--- src/pdsc_consts.vh ---
// Constants for the power domain and sleep controller
// Notes on behaviour
// - Always-on domain powered in every mode
// - System domain on except in gated sleep
// - Plain sleep: no gating, programmed enables
// - Extended sleep keeps always-on, retention, system RAM
// - Deep sleep loses system RAM, mirror on wake unless reset-after-wake set
// - Hardware gates system, debug; system RAM per mode
// - Hardware disables analog blocks in gated sleep
// - Four retention banks gated independently
// - Always-on registers retained through sleep
// - Peripheral registers lost on power down
// - Mirror word count retained through sleep
// - Only listed radio/system fields retained
// - Debug domain switched off in gated sleep
// - Mirror engine copies words on wake
// - Reset-after-wake bit forces cold start
`ifndef PDSC_CONSTS_VH
`define PDSC_CONSTS_VH
`define PDSC_ST_ACTIVE   3'h0
`define PDSC_ST_ISO      3'h1
`define PDSC_ST_OFF      3'h2
`define PDSC_ST_SLEEP    3'h3
`define PDSC_ST_PWRUP    3'h4
`define PDSC_ST_RELEASE  3'h5
`define PDSC_ST_MIRROR   3'h6
`define PDSC_SETTLE_NS   1000
`define PDSC_CLK_NS      25
`define PDSC_SETTLE_CYC  ((`PDSC_SETTLE_NS + `PDSC_CLK_NS - 1) / `PDSC_CLK_NS)
`define PDSC_CNT_W       6
`define PDSC_NWORDS_W    14
`define PDSC_NWORDS_RST  14'h0000
`define PDSC_RAD_KEEP_W  11
`define PDSC_RR_N        4
`define PDSC_MODE_ACTIVE 2'h0
`define PDSC_MODE_SLEEP  2'h1
`define PDSC_MODE_EXT    2'h2
`define PDSC_MODE_DEEP   2'h3
`endif

--- src/pdsc_power_ctrl.v ---
// Power domain sequencing and sleep mode control
`timescale 1ns/10ps
`include "pdsc_consts.vh"
module pdsc_power_ctrl (
  input  wire                          i_ref_clk,
  input  wire                          i_rstn,
  input  wire                          i_ce,
  input  wire                          i_sleep_deep_bit,
  input  wire                          i_core_sleeping,
  input  wire                          i_wake_irq,
  input  wire                          i_retain_system_ram,
  input  wire                          i_reset_after_wake,
  input  wire                          i_per_en,
  input  wire                          i_rad_en,
  input  wire [`PDSC_RR_N-1:0]         i_rr_en,
  input  wire                          i_nwords_wr,
  input  wire [`PDSC_NWORDS_W-1:0]     i_nwords_wdata,
  input  wire                          i_rad_keep_wr,
  input  wire [`PDSC_RAD_KEEP_W-1:0]   i_rad_keep_wdata,
  input  wire                          i_freeze_wr,
  input  wire                          i_freeze_wdata,
  input  wire                          i_emap_wr,
  input  wire                          i_emap_wdata,
  input  wire                          i_mirror_done,
  output wire                          o_always_on_domain,
  output wire                          o_system_domain,
  output wire                          o_peripheral_domain,
  output wire                          o_debug_domain,
  output wire                          o_radio_domain,
  output wire [`PDSC_RR_N-1:0]         o_retention_ram_domains,
  output wire                          o_system_ram_domain,
  output wire                          o_iso,
  output wire                          o_sysram_access_en,
  output wire                          o_analog_en,
  output wire                          o_periph_regs_clear,
  output wire                          o_mirror_start,
  output wire [`PDSC_NWORDS_W-1:0]     o_mirror_word_count,
  output wire [`PDSC_RAD_KEEP_W-1:0]   o_radio_control_two,
  output wire                          o_debug_freeze_enable,
  output wire                          o_exchange_memory_map,
  output wire                          o_hw_reset,
  output reg  [1:0]                    o_mode
);
  // ----------------------------------------
  // Input synchronisers
  // ----------------------------------------
  reg [1:0] sd_sync_ff;
  reg [1:0] slp_sync_ff;
  reg [1:0] wk_sync_ff;
  always @(posedge i_ref_clk or negedge i_rstn) begin
    if (!i_rstn) begin
      sd_sync_ff  <= 2'h0;
      slp_sync_ff <= 2'h0;
      wk_sync_ff  <= 2'h0;
    end else if (i_ce) begin
      sd_sync_ff  <= {sd_sync_ff[0], i_sleep_deep_bit};
      slp_sync_ff <= {slp_sync_ff[0], i_core_sleeping};
      wk_sync_ff  <= {wk_sync_ff[0], i_wake_irq};
    end
  end
  wire sleep_deep = sd_sync_ff[1];
  wire sleeping   = slp_sync_ff[1];
  wire wake       = wk_sync_ff[1];

  // ----------------------------------------
  // Sequencer
  // ----------------------------------------
  reg [2:0]              state_ff;
  reg [2:0]              nxt_state;
  reg [`PDSC_CNT_W-1:0]  cnt_ff;
  reg [`PDSC_CNT_W-1:0]  nxt_cnt;
  reg                    keep_sr_ff;
  reg                    nxt_keep_sr;
  reg                    rst_pulse_ff;
  reg                    nxt_rst_pulse;
  wire cnt_done = (cnt_ff == {`PDSC_CNT_W{1'b0}});
  localparam integer           SETTLE_I = `PDSC_SETTLE_CYC;
  localparam [`PDSC_CNT_W-1:0] SETTLE   = SETTLE_I[`PDSC_CNT_W-1:0];

  always @* begin
    nxt_state     = state_ff;
    nxt_cnt       = (cnt_ff != {`PDSC_CNT_W{1'b0}}) ? cnt_ff - 1'b1 : cnt_ff;
    nxt_keep_sr   = keep_sr_ff;
    nxt_rst_pulse = 1'b0;
    case (state_ff)
      `PDSC_ST_ACTIVE: begin
        if (sleeping && sleep_deep) begin
          nxt_keep_sr = i_retain_system_ram;
          nxt_state   = `PDSC_ST_ISO;
          nxt_cnt     = SETTLE;
        end
      end
      `PDSC_ST_ISO: begin
        if (cnt_done) begin
          nxt_state = `PDSC_ST_OFF;
          nxt_cnt   = SETTLE;
        end
      end
      `PDSC_ST_OFF: begin
        if (cnt_done) begin
          nxt_state = `PDSC_ST_SLEEP;
        end
      end
      `PDSC_ST_SLEEP: begin
        if (wake) begin
          nxt_state = `PDSC_ST_PWRUP;
          nxt_cnt   = SETTLE;
        end
      end
      `PDSC_ST_PWRUP: begin
        if (cnt_done) begin
          nxt_state = `PDSC_ST_RELEASE;
          nxt_cnt   = SETTLE;
        end
      end
      `PDSC_ST_RELEASE: begin
        if (cnt_done) begin
          if (i_reset_after_wake) begin
            nxt_rst_pulse = 1'b1;
            nxt_state     = `PDSC_ST_ACTIVE;
          end else if (!keep_sr_ff) begin
            nxt_state = `PDSC_ST_MIRROR;
          end else begin
            nxt_state = `PDSC_ST_ACTIVE;
          end
        end
      end
      `PDSC_ST_MIRROR: begin
        if (i_mirror_done) begin
          nxt_state = `PDSC_ST_ACTIVE;
        end
      end
      default: begin
        nxt_state = `PDSC_ST_ACTIVE;
      end
    endcase
  end

  always @(posedge i_ref_clk or negedge i_rstn) begin
    if (!i_rstn) begin
      state_ff     <= `PDSC_ST_ACTIVE;
      cnt_ff       <= {`PDSC_CNT_W{1'b0}};
      keep_sr_ff   <= 1'b0;
      rst_pulse_ff <= 1'b0;
    end else if (i_ce) begin
      state_ff     <= nxt_state;
      cnt_ff       <= nxt_cnt;
      keep_sr_ff   <= nxt_keep_sr;
      rst_pulse_ff <= nxt_rst_pulse;
    end
  end

  // ----------------------------------------
  // Domain outputs
  // ----------------------------------------
  wire gated = (state_ff == `PDSC_ST_OFF) || (state_ff == `PDSC_ST_SLEEP) ||
               (state_ff == `PDSC_ST_PWRUP);
  wire iso_on = gated || (state_ff == `PDSC_ST_ISO) || (state_ff == `PDSC_ST_RELEASE);
  assign o_always_on_domain = 1'b1;
  assign o_system_domain = !gated;
  assign o_debug_domain = !gated;
  assign o_peripheral_domain = i_per_en;
  assign o_radio_domain      = i_rad_en;
  genvar g;
  generate
    for (g = 0; g < `PDSC_RR_N; g = g + 1) begin : g_rr
      assign o_retention_ram_domains[g] = i_rr_en[g];
    end
  endgenerate
  assign o_system_ram_domain = !gated || keep_sr_ff;
  assign o_sysram_access_en = !iso_on && (state_ff != `PDSC_ST_MIRROR);
  assign o_iso = iso_on;
  assign o_analog_en = !gated;
  assign o_periph_regs_clear = !i_per_en;
  assign o_mirror_start = (state_ff == `PDSC_ST_RELEASE) && cnt_done &&
                          !i_reset_after_wake && !keep_sr_ff;
  assign o_hw_reset = rst_pulse_ff;

  always @* begin
    if (!gated) begin
      o_mode = sleeping ? `PDSC_MODE_SLEEP : `PDSC_MODE_ACTIVE;
    end else begin
      o_mode = keep_sr_ff ? `PDSC_MODE_EXT : `PDSC_MODE_DEEP;
    end
  end

  // ----------------------------------------
  // Retained registers
  // ----------------------------------------
  // word count retained
  pdsc_keep_reg #(.W(`PDSC_NWORDS_W)) u_nwords (
    .i_ref_clk (i_ref_clk),
    .i_rstn    (i_rstn),
    .i_ce      (i_ce),
    .i_wr      (i_nwords_wr),
    .i_wdata   (i_nwords_wdata),
    .o_rdata   (o_mirror_word_count)
  );
  pdsc_keep_reg #(.W(`PDSC_RAD_KEEP_W + 2)) u_fields (
    .i_ref_clk (i_ref_clk),
    .i_rstn    (i_rstn),
    .i_ce      (i_ce),
    .i_wr      (i_rad_keep_wr | i_freeze_wr | i_emap_wr),
    .i_wdata   ({i_rad_keep_wr ? i_rad_keep_wdata : o_radio_control_two,
                 i_freeze_wr ? i_freeze_wdata : o_debug_freeze_enable,
                 i_emap_wr ? i_emap_wdata : o_exchange_memory_map}),
    .o_rdata   ({o_radio_control_two, o_debug_freeze_enable, o_exchange_memory_map})
  );
endmodule // pdsc_power_ctrl

--- src/pdsc_keep_reg.v ---
// Retained register that survives domain power down
`timescale 1ns/10ps
module pdsc_keep_reg #(
  parameter W = 8
) (
  input  wire         i_ref_clk,
  input  wire         i_rstn,
  input  wire         i_ce,
  input  wire         i_wr,
  input  wire [W-1:0] i_wdata,
  output wire [W-1:0] o_rdata
);
  reg [W-1:0] data_ff;
  always @(posedge i_ref_clk or negedge i_rstn) begin
    if (!i_rstn) begin
      data_ff <= {W{1'b0}};
    end else if (i_ce && i_wr) begin
      data_ff <= i_wdata;
    end
  end
  assign o_rdata = data_ff;
endmodule // pdsc_keep_reg

--- config.mk ---
export PLATFORM = sky130hd
export DESIGN_NAME = pdsc_power_ctrl
export DESIGN_NICKNAME = d
export VERILOG_FILES = /design/src/pdsc_power_ctrl.v /design/src/pdsc_keep_reg.v
export VERILOG_INCLUDE_DIRS = /design/src
export SDC_FILE = /design/constraint.sdc
export NUM_CORES = 1
export LEC_CHECK = 0
export BUFFER_PORTS_ARGS = -buffer_cell sky130_fd_sc_hd__buf_4
export CAP_MARGIN = 10
export CORE_ASPECT_RATIO = 1.2
export CORE_UTILIZATION = 25
export DETAILED_ROUTE_END_ITERATION = 16
export GPL_TIMING_DRIVEN = 1
export HOLD_SLACK_MARGIN = 0.1
export PLACE_DENSITY_LB_ADDON = 0.15
export SETUP_SLACK_MARGIN = 0.05
export SYNTH_ARGS = -nofsm -noshare
export SYNTH_HDL_FRONTEND = slang
export SYNTH_HIERARCHICAL = 1
export SYNTH_SLANG_ARGS = --single-unit
--- constraint.sdc ---
create_clock -name i_ref_clk -period 2.4 [get_ports i_ref_clk]
set_input_delay 0.12 -clock i_ref_clk [delete_from_list [all_inputs] [get_ports i_ref_clk]]
set_output_delay 0.12 -clock i_ref_clk [all_outputs]
set_load 0.005 [all_outputs]
## Word-level counts from Yosys, hierarchy flattened

Index checks and enable logic that the tools add are counted.

| storage, ports and cells | value |
|---|---|
| register bits after elaboration | 44 |
| bits in latches | 0 |
| bits in writable memories | 0 |
| memory bits (read-only) | 0 |
| input port bits | 46 |
| output and inout bits | 45 |
| logic and storage cells | 75 |
| memories | 0 |

| operators by class | value |
|---|---|
| add/subtract/negate cells | 1 |
| multiply operators | 0 |
| divide/modulo/power cells | 0 |
| magnitude comparators | 0 |
| equality and inequality tests | 14 |
| shift-type cells | 0 |
| multiplexer cells | 21 |
| bitwise operators | 2 |
| reduce and logical (&&, ||, !) cells | 26 |

Operators by type and width:

| cell | number |
|---|---|
| $mux 3 | 9 |
| $mux 6 | 4 |
| $pmux 3 s7 | 1 |
| $pmux 6 s3 | 1 |
| $ne 2x2->1 const B | 7 |
| $eq 3x3->1 const B | 3 |
| $reduce_and 8->1 | 1 |
| $logic_and 1x1->1 | 7 |
| $eq 3x2->1 const B | 2 |
| $logic_not 6->1 | 1 |
| $reduce_and 2->1 | 3 |
| $reduce_bool 6->1 | 1 |
| $sub 6x1->6 const B | 1 |
| $logic_not 1->1 | 5 |
| $logic_or 1x1->1 | 5 |
| $mux 1 | 5 |
| $eq 3x1->1 const B | 1 |
| $logic_not 3->1 | 1 |
| $ne 3x3->1 const B | 1 |
| $reduce_and 3->1 | 1 |
| $mux 2 | 1 |
| $or 1x1->1 | 2 |
| $reduce_or 2->1 | 1 |

## Depth between registers and ports, before layout

Gate-level depths: netlist of the first run.

| depth | value |
|---|---|
| depth in word-level cells | 7 |
| mapped depth | 8 |

## Hierarchy

Netlist of the first run, hierarchy kept.

By module, submodules not included:

| module | times used | cells each | area each (µm²) |
|---|---|---|---|
| pdsc_power_ctrl | 1 | 139 | 1277.5 |
| pdsc_keep_reg (u_nwords) | 1 | 30 | 563.0 |
| pdsc_keep_reg (u_fields) | 1 | 28 | 526.8 |

## Worst setup path after synthesis of the first run

No wires, ideal clock.

| timing path | value |
|---|---|
| path type | flip-flop to flip-flop |
| start point | reg cnt_ff[0] |
| end point | reg state_ff[0] |
| library setup time | 125 ps |
| data arrival time | 2022 ps |
| path slack | 253 ps |
| stages on the path, launching flop included | 7 |
| period minus slack after synthesis | 2147 ps |
| path through | dfrtp_1 inv_1 ha_1 or4b_4 o211a_1 or3b_4 mux2_4 |

| on the way | value |
|---|---|
| longest elaborated chain between the ends | 3 |

Ends and longest elaborated chain:

| element | line | source |
|---|---|---|
| from (decl) | pdsc_power_ctrl.v:70 | `` reg [`PDSC_CNT_W-1:0] cnt_ff; `` |
| from (signal assigned) | pdsc_power_ctrl.v:142 | `` cnt_ff <= {`PDSC_CNT_W{1'b0}}; `` |
| from (signal assigned) | pdsc_power_ctrl.v:147 | `cnt_ff <= nxt_cnt;` |
| $logic_not 6->1 * | pdsc_power_ctrl.v:76 | `` wire cnt_done = (cnt_ff == {`PDSC_CNT_W{1'b0}}); `` |
| $ne 2x2->1 (no source line) | - |  |
| $reduce_and 8->1 (no source line) * | - |  |
| to (signal assigned) | pdsc_power_ctrl.v:141 | `` state_ff <= `PDSC_ST_ACTIVE; `` |
| to (signal assigned) | pdsc_power_ctrl.v:146 | `state_ff <= nxt_state;` |
| to (decl) | pdsc_power_ctrl.v:68 | `reg [2:0] state_ff;` |

Every way passes the cells marked *; elsewhere a longest branch is shown, timed or not.
A chain may end at the register's enable or synchronous reset.

## Final worst setup path of the first run

| timing path | value |
|---|---|
| start point | reg cnt_ff[0] |
| end point | out o_mirror_start |

| on the way | value |
|---|---|
| longest elaborated chain between the ends | 4 |

Ends and longest elaborated chain:

| element | line | source |
|---|---|---|
| $logic_not 6->1 | pdsc_power_ctrl.v:76 |  |
| $logic_and 1x1->1 (3 in a row) | pdsc_power_ctrl.v:175 | `` assign o_mirror_start = (state_ff == `PDSC_ST_RELEASE) && cnt_done && `` |
| to (decl) | pdsc_power_ctrl.v:36 | `output wire o_mirror_start,` |

No other way between the ends.

==> results of run 1 <==
==> cells by family after synthesis <==
kind of cell             count (synthesis)  share of synthesized area (%)
AND/OR/NAND/NOR                         47                           11.3
buffers and inverters                   27                           6.50
flip-flops                              44                           46.5
XOR/XNOR                                 2                          0.740
multiplexers                            51                           27.4
adder cells (fa/ha/maj)                  2                           1.06
other                                    1                          0.158
AO/OA/AOI/OAI                           23                           6.34
==> final timing paths <==
path | start | to | slack (ps) | depth (start not counted)
max | cnt_ff[0] | o_mirror_start | 140 | 6
min in group asynchronous | i_rstn | slp_sync_ff[0] | 340 | 2
min | i_rad_keep_wdata[3] | u_fields/o_rdata[5] | 170 | 3
max reg2reg | cnt_ff[0] | state_ff[0] | 180 | 6
max in group asynchronous | i_rstn | state_ff[1] | 1650 | 2
min reg2reg | slp_sync_ff[0] | slp_sync_ff[1] | 480 | 2
==> flip-flops by register name (all words and copies together) (netlist names) <==
signal and count:
u_fields/o_rdata 13, wk_sync_ff 2, slp_sync_ff 2, u_nwords/o_rdata 14, cnt_ff 6, sd_sync_ff 2
keep_sr_ff 1, state_ff 3, o_hw_reset 1
==> metal layers <==
| layer | track usage, % | share of wire, % |
|---|---|---|
| met4 | 3.06 | 0.68 |
| met5 | 0 | 0 |
| met1 | 13.5 | 43 |
| met3 | 2.74 | 4.3 |
| met2 | 18.5 | 51 |
==> critical path: cells and delay by family (launching register included) <==
kind	cells	cell delay, ps
fa+ha+maj	1	150
buf+inv	2	260
flops	1	400
simple gates	3	1030
==> final cells by class <==
type | instances | area share, %
well taps | 120 | 4.49
clock buffers | 5 | 2.06
clock inverters | 3 | 0.636
inverters | 6 | 0.673
flip-flops and latches | 44 | 32.9
repair buffers | 105 | 25.1
multi-input cells | 126 | 34.2
==> repair_timing <==
action,4_1_cts,5_1_grt
endpoints found under the hold margin,63,0
endpoints found under the setup margin,1,2
gates resized for setup,3,2
hold buffers,20,0
pin swaps,0,2
buffers inserted,0,3
==> per-stage QoR <==
stage          setup WS [ps]  hold WS [ps]
3_5_place_dp             164           176
5_1_grt                 49.4           159
6_report                 141           173
3_3_place_gp             189           178
4_1_cts                 75.2           162
2_1_floorplan            253          -176
==> cell usage in the layout, fill, tap and decap left out, types with 4 or more instances in the layout <==
cell and n:
inv_1 6, dlygate4sd3_1 20, nand2_1 13, dfrtp_1 44, mux2_4 21, mux2_2 23, a21oi_1 7, o31ai_1 5
clkbuf_8 5, buf_4 85, mux2i_1 4, nor2_1 5
==> power by group through the flow <==
stage	sequential, mW	clock, mW	combinational [mW]
floorplan	1.05	0	0.790
global placement	1.08	0	1.21
detailed placement	1.08	0	1.21
CTS	1.07	0.510	1.25
global route	1.09	0.537	1.40
finish	1.07	0.479	1.27
==> impl_metrics.json, run 1 <==
{
  "syn_area_sq_mm": 0.00237,
  "slew_violations": 0,
  "dp_cells": 378,
  "p_sw_share_pct": 34.0,
  "final_cell_area_sq_mm": 0.00334,
  "io_buffers": 79,
  "end_kind": "output pin",
  "p_seq_share_pct": 37.8,
  "track_usage_pct": 10.8,
  "synth_top_area_share_pct": 46.5,
  "ys_seq_area_share_pct": 46.5,
  "rsz0062_at_grt": "no",
  "gp_congestion": 0.708,
  "synth_area_per_cell_sq_um": 12.0,
  "drc": 0,
  "synthArstFlopShare_pct": 100,
  "hold_path.class": "input pin to flop",
  "status": "finished clean",
  "final_net_count": 336,
  "setup-tns-final_ps": 0,
  "fin_worst_skew_ps": 9.71,
  "setup_viol": 0,
  "wl_per_cell_microns": 12.6,
  "grt_max_degree": 45,
  "crit_arrival_ps": 2140,
  "drv_cap": 0,
  "io_pins": 91,
  "htree_levels": 2,
  "via_count": 1770,
  "p_int_mw": 1.86,
  "fp.dieH_microns": 109,
  "grt_pass1_vias": 1685,
  "ys_ff_latch": 44,
  "synth_cell_types": 41,
  "worst_slew_pin_slew_ps": 579,
  "layout-drive-gt1-share_pct": 49.8,
  "fmax_ghz": 0.443,
  "final_util_pct": 36.6,
  "ir_drop_v": 0.000286,
  "total_power_mw": 2.82,
  "syn_nets": 245,
  "synth.most_common_cell": "dfrtp_1",
  "clockPowerShare_pct": 17.0,
  "rows": 38,
  "core_area_sq_mm": 0.00913,
  "path_cells": "inv_1 -> ha_4 -> or4b_4 -> or2_4 -> nor4_4 -> buf_4",
  "finalCritPeriodShare_pct": 94.1,
  "drtAntennaViolNets": 0,
  "cts_buffers": 5,
  "crit_path_max_incr_delay_ps": 480,
  "placed_area_sq_mm": 0.00300,
  "synth_cells": 197,
  "drt-vias-per-instance": 4.33,
  "fin_crit_ps": 2260,
  "dp.final_hpwl_microns": 3540,
  "dieArea_sq_mm": 0.00986,
  "hold_viol": 0,
  "worst_setup_path_start_kind": "flop",
  "drtIter0Drc": 68,
  "leakage_nw": 1.56,
  "crit_path_max_fanout": 4,
  "synth_ff_type": "dfrtp_1",
  "cts_buffer_depth": 2,
  "diodes": 0,
  "dieWidth_microns": 90.8,
  "synth_area_leaders": "dfrtp_1 47%, mux2_4 13%, mux2_2 11%, buf_4 3.2%, nand2_1 2.1%",
  "critical_path.slowest_cell": "or4b_4",
  "synth-edff-count": 0,
  "max_slew_margin_pct": 61.4,
  "multi_input_area_sq_mm": 0.00114,
  "power.density_mw_per_mm2": 842,
  "cts_num_sinks": 44,
  "path_clk_slew_ps": 90,
  "firstDrtPassIters": 4,
  "fill_cells": 950,
  "path_class": "flop to output pin",
  "flow.area_growth_from_synthesis_pct": 41.3,
  "grt_pass1_wl_microns": 8500,
  "synth_top_area_cell": "dfrtp_1",
  "clock-root-buffer": "clkbuf_8",
  "clkLatencyLatePin_ps": 300,
  "wl_microns": 5160,
  "critical_path_required_ps": 2280,
  "cts_tree": "yes",
  "combPwrFrac_pct": 45.2,
  "ff_latch_area_sq_mm": 0.00110,
  "start_util_pct": 25.9,
  "synth_common_cells": "44 x dfrtp_1, 23 x mux2_2, 21 x mux2_4",
  "antenna_found_initial": 0,
  "post_layout_nonfiller_instances": 409,
  "grt_overflow": 0,
  "power_switching_mw": 0.957,
  "synth_warnings": 6
}
Power figures use the tool's default switching activity.
==> run 2, diff against run 1 <==
--- a/config.mk
+++ b/config.mk
@@ -14,6 +14,7 @@
 export GPL_TIMING_DRIVEN = 1
 export HOLD_SLACK_MARGIN = 0.1
 export PLACE_DENSITY_LB_ADDON = 0.15
+export RECOVER_POWER = 50
 export SETUP_SLACK_MARGIN = 0.05
 export SYNTH_ARGS = -nofsm -noshare
 export SYNTH_HDL_FRONTEND = slang
==> run 2 against run 1 <==
Compared with the run above: wire length barely moved; sequential share of layout area is 0.27 points higher; clock power barely moved; total power down 0.50%; largest power group unchanged; utilization decreased by 0.30 points; combinational power is essentially flat; first-iteration DRC count down 1.5%; sequential power about the same; critical path type unchanged; global-route usage did not move; worst hold slack about the same; critical path depth unchanged.
==> impl_metrics.json, run 2 (synthesis gave the netlist of run 1 again) <==
{
  "reg2reg_to": "state_ff[0]",
  "grt_pass1_wl_microns": 8500,
  "io_buffers": 79,
  "drtIter0Drc": 67,
  "worst_setup_path_start_kind": "flop",
  "clkLatencyLatePin_ps": 300,
  "fmax_ghz": 0.443,
  "hold_path.class": "input pin to flop",
  "finalCritPeriodShare_pct": 94.1,
  "path_clk_slew_ps": 90,
  "top_layer": "met4",
  "gp_congestion": 0.708,
  "fin_crit_ps": 2260,
  "crit_arrival_ps": 2140,
  "via_count": 1767,
  "drc": 0,
  "dieArea_sq_mm": 0.00986,
  "io_pins": 91,
  "dieWidth_microns": 90.8,
  "final_net_count": 336,
  "drv_cap": 0,
  "dp.final_hpwl_microns": 3540,
  "diodes": 0,
  "critical_path_required_ps": 2280,
  "mostFrequentLayoutCells": "78 x buf_4, 44 x dfrtp_1, 23 x mux2_2, 20 x dlygate4sd3_1, 16 x mux2_4",
  "fp.dieH_microns": 109,
  "max_slew_margin_pct": 25.1,
  "track_usage_pct": 10.8,
  "grt_pass1_vias": 1685,
  "status": "finished clean",
  "setup-tns-final_ps": 0,
  "rows": 38,
  "timing.rr.start": "cnt_ff[0]",
  "crit_path_max_fanout": 4,
  "end_kind": "output pin",
  "antenna_found_initial": 0,
  "fin_worst_skew_ps": 9.65,
  "power.density_mw_per_mm2": 845,
  "reg2reg_slack_ps": 180,
  "worst_slew_pin_slew_ps": 1120,
  "cts_num_sinks": 44,
  "setup_viol": 0,
  "layout-drive-gt1-share_pct": 47.4,
  "core_area_sq_mm": 0.00913,
  "dr_wl_met3_microns": 218,
  "post_layout_nonfiller_instances": 409,
  "r2r_cells": 6,
  "met2_length_microns": 2640,
  "clock-root-buffer": "clkbuf_8",
  "drtAntennaViolNets": 0,
  "flow.area_growth_from_synthesis_pct": 40.1,
  "leakage_nw": 1.54,
  "start_util_pct": 25.9,
  "wl_met1_microns": 2260,
  "path_class": "flop to output pin",
  "grt_overflow": 0,
  "cts_tree": "yes",
  "wl_per_cell_microns": 12.6,
  "htree_levels": 2,
  "wl_microns": 5160,
  "setup.worst_path.end": "o_mirror_start",
  "drt-vias-per-instance": 4.32,
  "ir_drop_v": 0.000286,
  "layout.cells.most_common": "buf_4",
  "cts_buffer_depth": 2,
  "rsz0062_at_grt": "no",
  "slew_violations": 0,
  "largest_reg_flops": 14,
  "critPathLaunch": "cnt_ff[0]",
  "grt_max_degree": 45,
  "firstDrtPassIters": 4,
  "hold_viol": 0,
  "cts_buffers": 5,
  "dp_cells": 378
}
run 2: per-layer routing:
layer,vias up,global-route usage (%)
li1,861,-
met1,858,13.5
met2,44,18.5
met3,4,2.74
met4,0,3.06
met5,-,0
run 2: what timing repair did:
| item | in CTS | in global routing |
|---|---|---|
| pin swaps | 0 | 2 |
| buffers inserted | 0 | 3 |
| hold buffers | 20 | 0 |
| setup endpoints to repair | 1 | 2 |
| endpoints found under the hold margin | 63 | 0 |
| gates resized for setup | 3 | 2 |
run 2: area by class of cell:
cell class	count	area [sq um]
well taps	120	150
inverters	6	22.5
fillers	956	5810
clock buffers	5	68.8
repair buffers	105	832
multi-input cells	126	1120
flip-flops and latches	44	1100
clock inverters	3	21.3
run 2: critical path, cell delays in order (launching register included):
cell,delay [ps]
dfrtp_1,400
inv_1,120
ha_4,150
or4b_4,480
or2_4,300
nor4_4,250
buf_4,140
run 2: metrics by stage:
step / setup slack (ps) / total power [mW] / utilization, % / instance area, sq um / hold slack (ps)
6_report: 141 / 2.80 / 36.3 / 3320 / 173
5_1_grt: 49.4 / 3.02 / 36.3 / 3320 / 159
4_1_cts: 75.2 / 2.83 / 36.3 / 3310 / 162
3_5_place_dp: 164 / 2.29 / 32.9 / 3000 / 176
3_3_place_gp: 189 / 2.29 / 32.9 / 3000 / 178
2_1_floorplan: 253 / 1.84 / - / 2370 / -176
run 2: where the power goes:
group / switching [mW] / total, mW / internal, mW
sequential: 0.145 / 1.07 / 0.920
combinational: 0.537 / 1.26 / 0.722
clock: 0.272 / 0.479 / 0.207
total: 0.955 / 2.80 / 1.85
run 2: worst min path at each step:
stage,startpoint,end,slack [ps],cells after the start
after global routing,i_rad_keep_wdata[0],u_fields/o_rdata[2],160,3
final,i_rad_keep_wdata[3],u_fields/o_rdata[5],170,3
after global placement,i_rstn,slp_sync_ff[0],180,1
after detailed placement,i_rstn,slp_sync_ff[0],180,1
after CTS,i_rad_keep_wdata[3],u_fields/o_rdata[5],160,3
after floorplan,i_rstn,cnt_ff[0],-180,0
